$ cat config.mk
export PLATFORM = sky130hd
export DESIGN_NAME = cis_irq_status
export DESIGN_NICKNAME = d
export VERILOG_FILES = /design/src/cis_pkg.sv /design/src/cis_irq_status.sv
export VERILOG_INCLUDE_DIRS = /design/src /design/src/src
export SDC_FILE = /design/constraint.sdc
export NUM_CORES = 1
export LEC_CHECK = 0
export BUFFER_PORTS_ARGS = -buffer_cell sky130_fd_sc_hd__buf_2
export CORE_ASPECT_RATIO = 0.7
export CORE_MARGIN = 3
export CORE_UTILIZATION = 49
export DETAILED_ROUTE_END_ITERATION = 12
export PLACE_DENSITY = 0.8
export SETUP_SLACK_MARGIN = 0.02
export SYNTH_ARGS = -nofsm -noshare
export SYNTH_HDL_FRONTEND = slang
export SYNTH_SLANG_ARGS = --single-unit
$ cat constraint.sdc
create_clock -name clk_i -period 3.01 [get_ports clk_i]
set_clock_uncertainty 0.2 [all_clocks]
set_input_delay 0.602 -clock clk_i [delete_from_list [all_inputs] [get_ports clk_i]]
set_output_delay 0.602 -clock clk_i [all_outputs]
set_load 0.005 [all_outputs]
$ cat src/cis_map.svh
`ifndef CIS_MAP_SVH
`define CIS_MAP_SVH
`define CIS_OFF_CONFIG 12'h000
`define CIS_OFF_EN_SET 12'h004
`define CIS_OFF_EN_CLR 12'h008
`define CIS_OFF_EN_STATE 12'h00C
`define CIS_OFF_FLAGS 12'h010
`define CIS_CFG_LPM 1
`define CIS_CFG_STAMP_AT_FRAME_END 4
`define CIS_CFG_MASK 32'h0000_0012
`define CIS_MB_LSB 0
`define CIS_EVT_LSB 16
`define CIS_FAULT_LSB 24
`define CIS_RX_BUSY 29
`define CIS_TX_BUSY 30
`define CIS_OVL_BUSY 31
`define CIS_SRC_MASK 32'h1FFF_00FF
`define CIS_WARN_LIMIT 9'h060
`define CIS_PASSIVE_LIMIT 9'h080
`define CIS_BUS_OFF_LIMIT 9'h100
`define CIS_TIMER_MAX 16'hFFFF
`define CIS_TIMER_ZERO 16'h0000
`define CIS_RESET_WORD 32'h0000_0000
`endif

$ cat src/cis_pkg.sv
package cis_pkg;
	typedef struct packed {
		logic [8:0] tx_count;
		logic [7:0] rx_count;
		logic [7:0] mb_ready;
		logic [7:0] mb_abort;
		logic lp_active;
		logic rx_busy;
		logic tx_busy;
		logic ovl_busy;
		logic sof;
		logic eof;
		logic [4:0] fault;
		logic [15:0] timer;
	} cis_core_type;
	typedef struct packed {
		logic [4:0] fault;
		logic frame_time_capture_flag;
		logic timer_wrap_flag;
		logic bus_off_flag;
		logic passive_state_flag;
		logic warn;
		logic error_active_flag;
	} cis_sticky_type;
endpackage

$ cat src/cis_irq_status.sv
// Behaviour
// - Writing one to enable-set port sets the mask bit for bits 0-7 and 16-28; zero leaves it.
// - Writing one to enable-clear port clears the mask bit; zero leaves it.
// - Mask register reads one for each enabled source, status bit positions.
// - Mailboxes bits 0-7, state/power/timer bits 16-23, faults bits 24-28.
// - Mailbox event bit is one while that mailbox is ready or aborted.
// - Error-active flag sets when neither passive nor bus-off.
// - Warning flag sets when either error count is 96 or more.
// - Passive flag sets when either error count is 128 or more.
// - Bus-off flag sets when transmit error count is 256 or more.
// - State, timer, capture and fault flags are sticky, cleared by status read.
// - Low-power bit reads one while in low-power mode.
// - Awake bit reads one while not in low-power mode.
// - Timer-wrap flag sets when timer rolls from all ones to zero.
// - Capture flag sets on frame start, or frame end when selected.
// - CRC fault flag sets on a reception CRC mismatch.
// - Stuff fault flag sets on more than five equal bits.
// - Ack fault flag sets when no dominant ack slot seen.
// - Form fault flag sets on fixed-form field violations.
// - Bit fault flag sets when monitored level differs from driven.
// - Receiver-busy bit follows the receiver acquiring any frame.
// - Transmitter-busy bit follows the transmitter sending a frame.
// - Overload-busy bit follows overload frame transmission.
// - Interrupt asserted while any status bit and its mask bit are set.
`include "cis_map.svh"
`timescale 1ns/1ps
`default_nettype none
module cis_irq_status
	import cis_pkg::*;
(
	input wire logic clk_i,
	input wire logic rst_n_i,
	input wire logic psel_i,
	input wire logic penable_i,
	input wire logic pwrite_i,
	input wire logic [11:0] paddr_i,
	input wire logic [31:0] pwdata_i,
	output logic [31:0] prdata_o,
	output logic pready_o,
	output logic pslverr_o,
	input wire cis_core_type core_i,
	output logic low_power_req_o,
	output logic stamp_at_end_o,
	output logic irq_o
);

////////////////////////////////////////////////////////////////////////////////

	function automatic cis_sticky_type sticky_next(input cis_sticky_type old_v,
		input cis_sticky_type set_v, input logic clr);
		// A set in the clearing cycle wins, so no event is lost to a read.
		sticky_next = clr ? set_v : (old_v | set_v);
	endfunction

	function automatic logic addr_is(input logic [11:0] a, input logic [11:0] off);
		addr_is = (a == off);
	endfunction

////////////////////////////////////////////////////////////////////////////////

	logic setup;
	logic access;
	logic mapped;
	logic wr_en_set;
	logic wr_en_clr;
	logic wr_config;
	logic rd_flags;
	logic [31:0] mask;
	logic [31:0] next_mask;
	logic [31:0] config_reg;
	logic [31:0] next_config_reg;
	logic [31:0] prdata;
	logic [31:0] next_prdata;
	logic pslverr;
	logic next_pslverr;
	cis_sticky_type sticky;
	cis_sticky_type next_sticky;
	cis_sticky_type sticky_set;
	logic [15:0] timer_prev;
	logic [15:0] next_timer_prev;
	logic [31:0] status;
	logic passive;
	logic bus_off;

	assign setup = psel_i && !penable_i;
	assign access = psel_i && penable_i;
	assign mapped = addr_is(paddr_i, `CIS_OFF_CONFIG) || addr_is(paddr_i, `CIS_OFF_EN_SET)
		|| addr_is(paddr_i, `CIS_OFF_EN_CLR) || addr_is(paddr_i, `CIS_OFF_EN_STATE)
		|| addr_is(paddr_i, `CIS_OFF_FLAGS);
	assign wr_en_set = access && pwrite_i && addr_is(paddr_i, `CIS_OFF_EN_SET);
	assign wr_en_clr = access && pwrite_i && addr_is(paddr_i, `CIS_OFF_EN_CLR);
	assign wr_config = access && pwrite_i && addr_is(paddr_i, `CIS_OFF_CONFIG);
	// The snapshot and the clear share one edge, so nothing set between them is lost.
	assign rd_flags = setup && !pwrite_i && addr_is(paddr_i, `CIS_OFF_FLAGS);

////////////////////////////////////////////////////////////////////////////////

	assign bus_off = core_i.tx_count >= `CIS_BUS_OFF_LIMIT;
	assign passive = (core_i.tx_count >= `CIS_PASSIVE_LIMIT)
		|| ({1'b0, core_i.rx_count} >= `CIS_PASSIVE_LIMIT);

	always_comb begin
		sticky_set = '0;
		sticky_set.error_active_flag = !passive && !bus_off;
		sticky_set.warn = (core_i.tx_count >= `CIS_WARN_LIMIT)
			|| ({1'b0, core_i.rx_count} >= `CIS_WARN_LIMIT);
		sticky_set.passive_state_flag = passive;
		sticky_set.bus_off_flag = bus_off;
		sticky_set.timer_wrap_flag = (timer_prev == `CIS_TIMER_MAX) && (core_i.timer == `CIS_TIMER_ZERO);
		sticky_set.frame_time_capture_flag = config_reg[`CIS_CFG_STAMP_AT_FRAME_END] ? core_i.eof : core_i.sof;
		sticky_set.fault = core_i.fault;
		next_sticky = sticky_next(sticky, sticky_set, rd_flags);
		next_timer_prev = core_i.timer;
	end

	always_comb begin
		status = `CIS_RESET_WORD;
		status[`CIS_MB_LSB +: 8] = core_i.mb_ready | core_i.mb_abort;
		status[`CIS_EVT_LSB +: 4] = {sticky.bus_off_flag, sticky.passive_state_flag, sticky.warn, sticky.error_active_flag};
		status[`CIS_EVT_LSB + 4] = core_i.lp_active;
		status[`CIS_EVT_LSB + 5] = !core_i.lp_active;
		status[`CIS_EVT_LSB + 6] = sticky.timer_wrap_flag;
		status[`CIS_EVT_LSB + 7] = sticky.frame_time_capture_flag;
		status[`CIS_FAULT_LSB +: 5] = sticky.fault;
		status[`CIS_RX_BUSY] = core_i.rx_busy;
		status[`CIS_TX_BUSY] = core_i.tx_busy;
		status[`CIS_OVL_BUSY] = core_i.ovl_busy;
	end

////////////////////////////////////////////////////////////////////////////////

	always_comb begin
		next_mask = mask;
		if (wr_en_set) begin
			next_mask = next_mask | (pwdata_i & `CIS_SRC_MASK);
		end
		if (wr_en_clr) begin
			next_mask = next_mask & ~pwdata_i;
		end
		next_config_reg = config_reg;
		if (wr_config) begin
			next_config_reg = pwdata_i & `CIS_CFG_MASK;
		end
		next_prdata = prdata;
		next_pslverr = pslverr;
		if (setup) begin
			next_pslverr = !mapped;
			next_prdata = `CIS_RESET_WORD;
			if (!pwrite_i) begin
				case (paddr_i)
					`CIS_OFF_CONFIG: begin
						next_prdata = config_reg;
					end
					`CIS_OFF_EN_STATE: begin
						next_prdata = mask;
					end
					`CIS_OFF_FLAGS: begin
						next_prdata = status;
					end
					default: begin
						next_prdata = `CIS_RESET_WORD;
					end
				endcase
			end
		end
	end

	always_ff @(posedge clk_i or negedge rst_n_i) begin
		if (!rst_n_i) begin
			mask <= `CIS_RESET_WORD;
			config_reg <= `CIS_RESET_WORD;
			prdata <= `CIS_RESET_WORD;
			pslverr <= 1'b0;
			sticky <= '0;
			timer_prev <= `CIS_TIMER_ZERO;
		end else begin
			mask <= next_mask;
			config_reg <= next_config_reg;
			prdata <= next_prdata;
			pslverr <= next_pslverr;
			sticky <= next_sticky;
			timer_prev <= next_timer_prev;
		end
	end

////////////////////////////////////////////////////////////////////////////////

	// One wait-free access cycle: data is staged on the setup edge.
	assign pready_o = 1'b1;
	assign prdata_o = prdata;
	assign pslverr_o = pslverr && access;
	assign low_power_req_o = config_reg[`CIS_CFG_LPM];
	assign stamp_at_end_o = config_reg[`CIS_CFG_STAMP_AT_FRAME_END];
	assign irq_o = |(status & mask);
endmodule
`default_nettype wire

### Yosys cells after proc, flatten, opt, wreduce, memory -nomap -nowiden

Index checks and enable logic that the tools add are counted.

* register bits after elaboration: 94
* output and inout bits: 37
* bits in latches: 0
* bits in read-only memories: 0
* logic and storage cells: 60
* memories kept: 0
* bits in writable memories: 0

* reductions and logical operators: 26
* shifts and indexed selects: 0
* mux-type cells: 6
* divide/modulo/power cells: 0
* add/sub/neg operators: 0
* equal/unequal tests: 5
* multiply operators: 0
* bitwise logic cells: 6
* magnitude comparators: 5

Operators with widths (count)
* $mux W32: 3
* $pmux W32 S3: 1
* $and A32 B32 Y32: 2
* $not A32 Y32: 1
* $or A32 B29 Y32: 1
* $reduce_or A32 Y1: 1
* $eq A12 B4 Y1 const B: 2
* $eq A16 B16 Y1 const B: 1
* $logic_not A16 Y1: 1
* $eq A12 B3 Y1 const B: 1
* $eq A12 B5 Y1 const B: 1
* $logic_not A12 Y1: 1
* $logic_and A1 B1 Y1: 11
* $mux W11: 1
* $or A11 B11 Y11: 1
* $ge A9 B7 Y1 const B: 1
* $ge A9 B8 Y1 const B: 1
* $ge A9 B9 Y1 const B: 1
* $ge A8 B7 Y1 const B: 1
* $ge A8 B8 Y1 const B: 1
* $or A8 B8 Y8: 1
* $logic_not A1 Y1: 6
* $logic_or A1 B1 Y1: 6
* $mux W1: 1

### Logic depth before layout (Yosys ltp)

Gate-level depths: netlist of run 1.

* depth after elaboration: 6
* mapped depth: 6

### Least setup slack after synthesis of run 1

OpenSTA, ideal clock, no wires.

* kind: input -> output
* start point: in core_i[28] (netlist bit)
* end point: out irq_o
* setup slack: 0.278 ns
* arrival: 1.930 ns
* stages on the path: 4
* cell sequence: or2_2 a221o_1 a221o_1 or4_1

* word-level cells in the longest chain between the ends: 3

Ends and longest elaborated chain
* from (decl): RTL line cis_irq_status.sv:41 `input wire cis_core_type core_i,`
* $or A8 B8 Y8: RTL line cis_irq_status.sv:118 `` status[`CIS_MB_LSB +: 8] = core_i.mb_ready | core_i.mb_abort; ``
* $and A32 B32 Y32: RTL line cis_irq_status.sv:194 `assign irq_o = |(status & mask);`
* $reduce_or A32 Y1: RTL line cis_irq_status.sv:194
* to (decl): RTL line cis_irq_status.sv:44 `output logic irq_o`

No other way between the ends.

### Worst setup path in the final report of run 1

Ends and elaborated chain as after synthesis.

==> summary.txt, run 1 <==
Placement
  – Final Wtd Congestion: approximately 0.84
  – Placed cell areas: approximately 4700 µm²
  – PortBufs: between 100 and 150
  – # placed instances: around 570
  – Final HPWL DP: just under 8000 µm
  – Pre-CTS setup slack: -18.3 ps

Routing
  – Detail Route Antenna Nets: 0
  – DRT iter0 DRCs: about 310
  – DRT Wirelength: about 11,000 µm
  – Vias: between 3,000 and 4,000
  – DRC: 0
  – Drt pass-1 iters: 5
  – Avg Vias per Cell: 5.88
  – Routed length per instance: approximately 18 µm

Floorplan
  – Standard-cell rows: 26
  – Horiz. Die Dim: approximately 110 µm
  – Num ports: 146
  – Die H: between 80 and 90 µm
  – Core Footprint: roughly 7500 µm²
  – Initial Util: between 50% and 60%
  – Die area: 9150 µm²

CTS
  – Reg clk slew, reported paths: approximately 70 ps
  – # H-tree levels: 3
  – Setup bufs post-CTS: 0
  – Root buffer cell: clkbuf_16
  – Clk Latency, worst-skew pair: between 300 and 400 ps
  – CTS tree: done
  – CTS Hold Bufs: 0
  – CTS sink cnt: 94
  – CTS Buf Count: 9
  – CTS max path bufs: 2

STA
  – Tcrit/Tclk final: slightly below 100%
  – Slew Limit Fails: 0
  – Post-layout min period: 2960 ps
  – Sum Neg Setup Slack: 0 ps
  – Slew HR: 33.0%
  – RSZ-0062 raised after global routing: no
  – Least-Margin Pin Slew: 1000 ps
  – Final Hold Viols: 0
  – Hold_ws: roughly 110 ps
  – Setup ws final: slightly below 50 ps
  – Final setup violating endpoints: 0
  – Max Clk Rate: ~340 MHz

GRT
  – Global route overflow: 0
  – First-pass GRT wire length: around 17,000 µm
  – Initial antenna violation count: 1
  – GRT Util Overall: a little under a quarter
  – Vias in the first global route: about 3,400
  – Pin count of the biggest net entering global routing: between 50 and 60

Power and ir drop
  – Power Total: 2.56 mW
  – Leakage power: between 2 and 2.5 nW
  – Pwr Density: roughly 510 nW/µm²
  – Max VDD drop: 0.000290 V

Synthesis
  – #FFs+latches synth: between 90 and 100
  – Top cells by area, synth: dfrtp_1, a22oi_1, a31oi_1
  – Synth unique cells: 43
  – Synth area leader: dfrtp_1
  – Post-synth ARST share: between 90% and 100%
  – Post-Synthesis Cell Area: just under 4000 µm²
  – Sequential area share after synthesis: between 50% and 60%
  – Prevailing post-synth register cell: dfrtp_1
  – Ys Warns: 0
  – Post-synth EDFFs: 0
  – Post-Syn Area per Cell: 11.6 µm²
  – Syn nets: ~450
  – Top-area cell type share of the netlist area: between 50% and 60%
  – Synth Instances: 340

Hold path
  – Min-delay worst type: in2async

Finish
  – Layout cells sized above 1: between 30% and 40%
  – # fillers: a little under 600
  – Fin nets: 587
  – Final Util: between 60% and 70%
  – Design area: ~5000 µm²
  – Final std cells w/o fill: roughly 580
  – P&R area growth vs syn: 28.0%
  – Final antenna diode count: 0

Critical path
  – Crit path capture: irq_o
  – Crit path max fanout: 2
  – R2R Path Start: timer_prev[1]$_DFF_PN0_
  – Flop2flop setup slack: 1610 ps
  – Worst Setup Start Kind: input port
  – Reg2Reg Depth: 3
  – Crit path DAT: between 2000 and 2500 ps
  – Critical Path RT: around 2200 ps
  – Critical Path Start: core_i[28]
  – RR Endpoint: status[22]$_DFF_PN0_
  – Setup CP Type: in2out
  – Crit end category: primary output

Status
  – Status: finished clean

Flow run
  – Maxcap violations: 0
-- routing by layer --
metal  share of wire [%]  up-vias  GRT usage [%]
met4                 1.1        2           5.16
met3                 9.6       14           5.66
li1                    -     1559              -
met5               0.075        -              0
met1                  43     1658           34.5
met2                  46      185           37.5
-- Yosys cell counts, types with 2 or more instances --
| cell type | count |
|---|---|
| o21ai_0 | 5 |
| a22o_1 | 3 |
| clkbuf_1 | 9 |
| nor4_1 | 4 |
| nand3_1 | 2 |
| o21ai_1 | 20 |
| or4_1 | 2 |
| nand2_1 | 26 |
| dfrtp_1 | 94 |
| or3_1 | 2 |
| a21o_1 | 8 |
| mux2_2 | 2 |
| and2_1 | 9 |
| or2_2 | 8 |
| a32oi_1 | 2 |
| or4_4 | 2 |
| nor2b_1 | 4 |
| nor4_4 | 3 |
| nand4_1 | 7 |
| a221o_1 | 5 |
| nor2_1 | 7 |
| buf_2 | 5 |
| a31o_2 | 8 |
| buf_4 | 6 |
| a31oi_1 | 22 |
| a22oi_1 | 28 |
| a21boi_0 | 11 |
| a21oi_1 | 21 |
-- worst min path at each step --
stage / endpoint / slack (ps) / cells after the start
2_1_floorplan: asynchronous set/reset pin / 110 / 0
3_3_place_gp: prdata_o[31]$_DFFE_PN0P_ / 270 / 2
3_5_place_dp: prdata_o[31]$_DFFE_PN0P_ / 270 / 2
4_1_cts: prdata_o[27]$_DFFE_PN0P_ / 120 / 1
5_1_grt: status[27]$_DFF_PN0_ / 150 / 1
6_report: prdata_o[22]$_DFFE_PN0P_ / 110 / 1
-- final cells by class --
class                   instances  area [µm²]  share of cell area (%)
flip-flops and latches         94        2350                    46.8
clock buffers                  10         229                    4.55
well taps                      98         123                    2.44
repair buffers                148         778                    15.5
inverters                       1        3.75                  0.0746
clock inverters                 6        70.1                    1.39
multi-input cells             224        1470                    29.3
-- layout by cell type (no fill, tap or decap), drive strengths merged, types with 2 or more instances in the layout --
cell type / instances
nor2: 7
clkbuf: 10
or3: 2
mux2: 2
a221o: 5
a21o: 8
nand3: 2
and2: 9
nand2: 26
nor2b: 4
nor4: 7
or2: 9
a22oi: 28
inv: 2
clkinv: 4
a31oi: 22
or4: 4
nand4: 7
a21boi: 11
buf: 148
dfrtp: 94
a32oi: 2
a31o: 8
a21oi: 21
o21ai: 25
a22o: 3
-- critical path, cell delays in order --
cell	delay [ps]
buf_2	100
or2_4	250
a221o_1	280
a221o_1	270
or4_1	510
buf_2	150
-- what timing repair did --
| action | 4_1_cts | 5_1_grt |
|---|---|---|
| gates resized for setup | 1 | 1 |
| endpoints found under the setup margin | 1 | 1 |
| pin swaps | 1 | 4 |
-- logic make-up (layout without fill, tap and decap cells) --
group           after synthesis  after routing  synth area share, %
buf+inv                      22            165                 2.86
compound gates              137            137                 23.4
flops                        94             94                 59.9
other cells                   1              1               0.0954
mux                           2              2                0.573
simple gates                 84             84                 13.2
-- report_power, final --
part	leakage, nW	total [mW]	internal (mW)	switching (mW)
Clock	0.147	1.13	0.650	0.477
Combinational	1.05	0.154	0.0644	0.0899
Sequential	1.22	1.28	1.27	0.00366
No activity file was read; power rests on OpenSTA's default activity.
==> run 2, diff against run 1 <==
clock period = 3.2 ns   (was 3.01 ns; I/O delays follow)
==> summary.txt, run 2 (same netlist as run 1, synthesis figures left out) <==
Status
  – Status: finished clean

Critical path
  – Critical path, cell by cell: buf_2, or2_2, a221o_1, a221o_1, or4_1, buf_2
  – Reg2Reg Depth: 3 (unchanged)
  – Crit end category: primary output
  – Setup CP Type: in2out
  – RR Endpoint: status[22]$_DFF_PN0_
  – Crit path max fanout: 2 (unchanged)
  – Top delay family on crit path: simple AND/OR/NAND/NOR gates
  – Critical Path RT: 2360 ps (+150 ps)
  – Flop2flop setup slack: 1820 ps (+210 ps)
  – Worst Setup Start Kind: input port
  – Slowest library cell on the worst path: or4_1
  – R2R Path Start: timer_prev[3]$_DFF_PN0_
  – Crit path DAT: 2260 ps (+100 ps)
  – Crit path buf inv count: 2 (unchanged)
  – CP max stage delay: 500 ps (about the same)

CTS
  – CTS Buf Count: 9 (unchanged)
  – CTS Hold Bufs: 0 (unchanged)
  – # H-tree levels: 3 (unchanged)
  – Reg clk slew, reported paths: 60 ps (about the same)
  – CTS max path bufs: 2 (unchanged)
  – CTS sink cnt: 94 (unchanged)
  – CTS tree: done
  – Post-cts sizing count: 0 (-1)
  – Clk Latency, worst-skew pair: 340 ps (about the same)
  – Setup bufs post-CTS: 0 (unchanged)
  – Root buffer cell: clkbuf_16

STA
  – Tcrit/Tclk final: 96.7%
  – Sum Neg Setup Slack: 0 ps (unchanged)
  – Final setup violating endpoints: 0 (unchanged)
  – Slew Limit Fails: 0 (unchanged)
  – RSZ-0062 raised after global routing: no
  – Max Clk Rate: roughly 320 MHz
  – Final Hold Viols: 0 (unchanged)
  – Least-Margin Pin Slew: 976 ps (-24.6 ps)
  – Slew HR: 34.6% (+1.6 points)
  – Post-layout min period: about 3100 ps

Routing
  – Drt pass-1 iters: 5 (unchanged)
  – Vias: 3,397 (-0.61%)
  – Avg Vias per Cell: 5.89 (about the same)
  – DRC: 0 (unchanged)
  – Routed length per instance: 18.5 µm (+0.84%)
  – DRT Wirelength: 10,700 µm (+0.14%)
  – Detail Route Antenna Nets: 0 (unchanged)
  – DRT iter0 DRCs: 277 (-10%)

Floorplan
  – Num ports: 146 (unchanged)
  – Initial Util: 52.1% (unchanged)
  – Core Footprint: 7550 µm² (unchanged)
  – Die area: 9150 µm² (unchanged)
  – Die H: 80.9 µm (unchanged)
  – Standard-cell rows: 26 (unchanged)
  – Horiz. Die Dim: 113 µm (unchanged)

Finish
  – Fin nets: 584 (-0.51%)
  – P&R area growth vs syn: 26.7%
  – # fillers: 610 (+2.5%)
  – Multi-input gate area: 1470 µm² (-0.34%)
  – Layout cells sized above 1: 38.6% (-0.51 points)
  – Register Area: 2350 µm² (unchanged)
  – Commonest non-fill, non-tap cell in the layout: buf_2
  – Most frequent cells in the layout: buf_2, dfrtp_1, a22oi_1
  – Final antenna diode count: 0 (unchanged)

GRT
  – Initial antenna violation count: 1 (unchanged)
  – Global route overflow: 0 (unchanged)
  – Pin count of the biggest net entering global routing: 56 (+3.7%)
  – GRT Util Overall: 24.3% (+0.38 points)
  – First-pass GRT wire length: 17,100 µm (+0.48%)
  – Vias in the first global route: 3,388 (-1.1%)

Power and ir drop
  – Power Total: 2.30 mW (-10%)
  – Leakage power: 2.40 nW (-0.96%)
  – Flop pwr share: 52.2% (+2.3 points)
  – Switching Fraction: 21.9% (-0.44 points)
  – Net Sw Power: 504 µW (-12%)
  – Combinational share of power: 6.2% (+0.2 points)
  – Internal Pwr Total: 1.80 mW (-9.5%)
  – Max VDD drop: 0.000389 V (+34%)
  – Pwr Density: 462 nW/µm² (-9.2%)
  – Clock Power Share: 41.6% (-2.4 points)

Hold path
  – Min-delay worst type: in2async

Flow run
  – Maxcap violations: 0 (unchanged)

Placement
  – Final Wtd Congestion: 0.845 (+0.11%)
  – PortBufs: 134 (unchanged)
  – Final HPWL DP: 7740 µm (+0.16%)
## run 2: changes by cell type in the layout (fill, tap and decap cells not counted), moves of 2 or more
cell,before,now
or2_2,6,8
or2_4,2,0
clkinv_4,3,1
buf_4,15,11
clkinv_2,1,3
## run 2: power by group through the flow
| stage | Sequential, mW | Combinational, mW | Clock (mW) |
|---|---|---|---|
| 2_1_floorplan | 1.22 | 0.0347 | 0 |
| 3_3_place_gp | 1.22 | 0.139 | 0 |
| 3_5_place_dp | 1.22 | 0.143 | 0 |
| 4_1_cts | 1.20 | 0.144 | 0.980 |
| 5_1_grt | 1.20 | 0.160 | 1.03 |
| 6_report | 1.20 | 0.142 | 0.957 |
## run 2: worst max path at each step
stage / startpoint / to / slack [ps] / cells past startpoint
6_report: core_i[28] / irq_o / 100 / 6
5_1_grt: core_i[27] / irq_o / 60 / 6
4_1_cts: core_i[28] / irq_o / 100 / 6
3_5_place_dp: core_i[28] / irq_o / 100 / 6
3_3_place_gp: core_i[28] / irq_o / 110 / 6
2_1_floorplan: core_i[28] / irq_o / 390 / 4
## run 2: metal layers
| metal | vias to the layer above | global-route usage, % | wire [µm] |
|---|---|---|---|
| li1 | 1548 | - | - |
| met1 | 1660 | 33.2 | 4660 |
| met2 | 176 | 38.8 | 4910 |
| met3 | 11 | 6.55 | 965 |
| met4 | 2 | 7.08 | 120 |
| met5 | - | 0 | 7 |
## run 2: cell type report
| class | count | share of cell area [%] |
|---|---|---|
| Tap cell | 98 | 2.46 |
| Timing Repair Buffer | 145 | 15.4 |
| Clock inverter | 4 | 0.477 |
| Multi-Input combinational cell | 224 | 29.5 |
| Inverter | 1 | 0.0754 |
| Clock buffer | 11 | 4.87 |
| Sequential cell | 94 | 47.2 |
## run 2: stage by stage
stage,util [%],cell area (µm²),cells,worst slack (ps),hold slack [ps]
CTS,66.0,4980,577,104,168
global placement,62.5,4710,562,106,264
finish,66.0,4980,577,104,152
floorplan,-,3930,340,392,144
detailed placement,62.5,4710,562,95.8,274
global route,66.0,4980,577,62.4,208
==> run 3, diff against run 2 <==
CELL_PAD_IN_SITES_DETAIL_PLACEMENT = 1   (was not set)
CELL_PAD_IN_SITES_GLOBAL_PLACEMENT = 1   (was not set)
CORE_UTILIZATION = 37   (was 49)
PLACE_DENSITY = not set   (was 0.8)
PLACE_DENSITY_LB_ADDON = 0.1   (was not set)
==> summary.txt, run 3 (same netlist as run 1, synthesis figures left out) <==
Power and ir drop
  – Clock Power Share: 42.8% (+1.2 points)
  – Internal Pwr Total: 1.81 mW (+0.63%)
  – Net Sw Power: 545 µW (+8.3%)
  – Pwr Density: 467 nW/µm² (+1.1%)
  – Combinational share of power: 6.1% (about the same)
  – Flop pwr share: 51.0% (-1.2 points)
  – Leakage power: 2.40 nW (+0.18%)
  – Switching Fraction: 23.2% (+1.3 points)
  – Max VDD drop: 0.000325 V (-17%)

Placement
  – Final Wtd Congestion: 0.796 (-5.9%)
  – Final HPWL DP: 8270 µm (+6.8%)
  – Placed cell areas: 4760 µm² (+0.96%)
  – PortBufs: 134 (unchanged)

Critical path
  – CP max stage delay: 460 ps (-40 ps)
  – Worst Setup Start Kind: input port
  – Critical Path RT: 2360 ps (about the same)
  – Setup CP Type: in2out
  – Slowest library cell on the worst path: or4_1
  – Critical path, cell by cell: buf_2, or2_2, a222oi_1, buf_4, nand3_1, or4_1, buf_2
  – Crit end category: primary output
  – Crit path max fanout: 2 (unchanged)
  – CP dominant cell by count: buf_2
  – Top delay family on crit path: simple AND/OR/NAND/NOR gates
  – Crit path buf inv count: 3 (+1)
  – Crit path DAT: 2250 ps (about the same)

CTS
  – CTS Buf Count: 9 (unchanged)
  – Post-cts sizing count: 0 (unchanged)
  – Setup bufs post-CTS: 0 (unchanged)
  – Reg clk slew, reported paths: 70 ps (about the same)
  – CTS Hold Bufs: 0 (unchanged)
  – # H-tree levels: 3 (unchanged)
  – CTS tree: done
  – Clk Latency, worst-skew pair: 340 ps (about the same)
  – CTS sink cnt: 94 (unchanged)
  – CTS max path bufs: 2 (unchanged)
  – Root buffer cell: clkbuf_16

Floorplan
  – Core Footprint: 10,000 µm² (+33%)
  – Num ports: 146 (unchanged)
  – Die area: 11,900 µm² (+30%)
  – Initial Util: 39.2% (-13 points)
  – Standard-cell rows: 30 (+15%)
  – Die H: 92.2 µm (+14%)
  – Horiz. Die Dim: 129 µm (+14%)

STA
  – Slew HR: 34.1% (-0.53 points)
  – Post-layout min period: 3090 ps (-7.24 ps)
  – Slew Limit Fails: 0 (unchanged)
  – Least-Margin Pin Slew: 984 ps (+7.95 ps)
  – Tcrit/Tclk final: 96.5% (-0.23 points)
  – Max Clk Rate: 324 MHz (+0.23%)
  – RSZ-0062 raised after global routing: no
  – Final setup violating endpoints: 0 (unchanged)
  – Sum Neg Setup Slack: 0 ps (unchanged)
  – Final Hold Viols: 0 (unchanged)
  – Hold_ws: 121 ps (-30.6 ps)

Routing
  – Avg Vias per Cell: 5.52 (-6.2%)
  – DRT iter0 DRCs: 216 (-22%)
  – Highest Signal Layer: met4
  – Routed length per instance: 19.4 µm (+4.8%)
  – Met3 Routed Length: 702 µm (-27%)
  – Vias: 3,362 (-1.0%)
  – DRC: 0 (unchanged)
  – Drt pass-1 iters: 5 (unchanged)
  – Detail Route Antenna Nets: 0 (unchanged)
  – Met2 wire length: 5490 µm (+12%)
  – Metal-1 WL: 5550 µm (+19%)
  – DRT Wirelength: 11,800 µm (+11%)

GRT
  – GRT Util Overall: 20.6% (-3.7 points)
  – Vias in the first global route: 3,604 (+6.4%)
  – Global route overflow: 0 (unchanged)
  – First-pass GRT wire length: 18,900 µm (+11%)
  – Pin count of the biggest net entering global routing: 95 (+70%)
  – Initial antenna violation count: 0 (-1)

Finish
  – Design area: 5040 µm² (+1.2%)
  – Final antenna diode count: 0 (unchanged)
  – Layout cells sized above 1: 38.7% (+0.047 points)
  – Commonest non-fill, non-tap cell in the layout: buf_2
  – # fillers: 1,109 (+82%)
  – P&R area growth vs syn: 28.2%
  – Register Area: 2350 µm² (unchanged)
  – Fin nets: 585 (+0.17%)
  – Most frequent cells in the layout: buf_2, dfrtp_1, a22oi_1
  – Multi-input gate area: 1470 µm² (+0.17%)

Status
  – Status: finished clean

Hold path
  – Min-delay worst type: in2async

Flow run
  – Maxcap violations: 0 (unchanged)
-- run 3: metrics by stage --
step,utilization [%],total power [mW],setup slack [ps],std cells
finish,50.3,2.36,111,609
global placement,47.5,1.37,71.7,593
floorplan,-,1.26,392,340
global route,50.3,2.45,87.1,609
CTS,50.2,2.38,61.7,609
detailed placement,47.5,1.37,42.8,593
-- run 3: worst paths after layout --
| kind | startpoint | endpoint | slack, ps | depth (start not counted) |
|---|---|---|---|---|
| min in group clk_i | core_i[4] | timer_prev[4]$_DFF_PN0_ | 220 | 1 |
| max in group asynchronous | rst_n_i | prdata_o[5]$_DFFE_PN0P_ | 2260 | 2 |
| worst max register to register | config_reg[4]$_DFFE_PN0P_ | prdata_o[4]$_DFFE_PN0P_ | 1810 | 3 |
| worst min-delay path | rst_n_i | mask[13]$_DFFE_PN0P_ | 120 | 2 |
| worst min register to register | prdata_o[28]$_DFFE_PN0P_ | prdata_o[28]$_DFFE_PN0P_ | 280 | 2 |
| worst max-delay path | core_i[27] | irq_o | 110 | 7 |
-- run 3: per-layer routing --
layer | up-vias | global-route usage, %
met5 | - | 0
met4 | 0 | 5.68
met3 | 4 | 4.77
met2 | 119 | 32.4
met1 | 1691 | 28.5
li1 | 1548 | -
-- run 3: power by group through the flow --
stage / clock network, mW / logic (mW) / registers [mW]
6_report: 1.01 / 0.145 / 1.20
5_1_grt: 1.09 / 0.161 / 1.20
2_1_floorplan: 0 / 0.0347 / 1.22
3_5_place_dp: 0 / 0.146 / 1.22
4_1_cts: 1.03 / 0.147 / 1.20
3_3_place_gp: 0 / 0.143 / 1.22
-- run 3: layout make-up --
class / count / area share, %
multi-input cells: 224 / 29.2
clock inverters: 4 / 0.596
clock buffers: 12 / 4.89
inverters: 1 / 0.0745
repair buffers: 146 / 15.4
well taps: 128 / 3.18
flip-flops and latches: 94 / 46.7
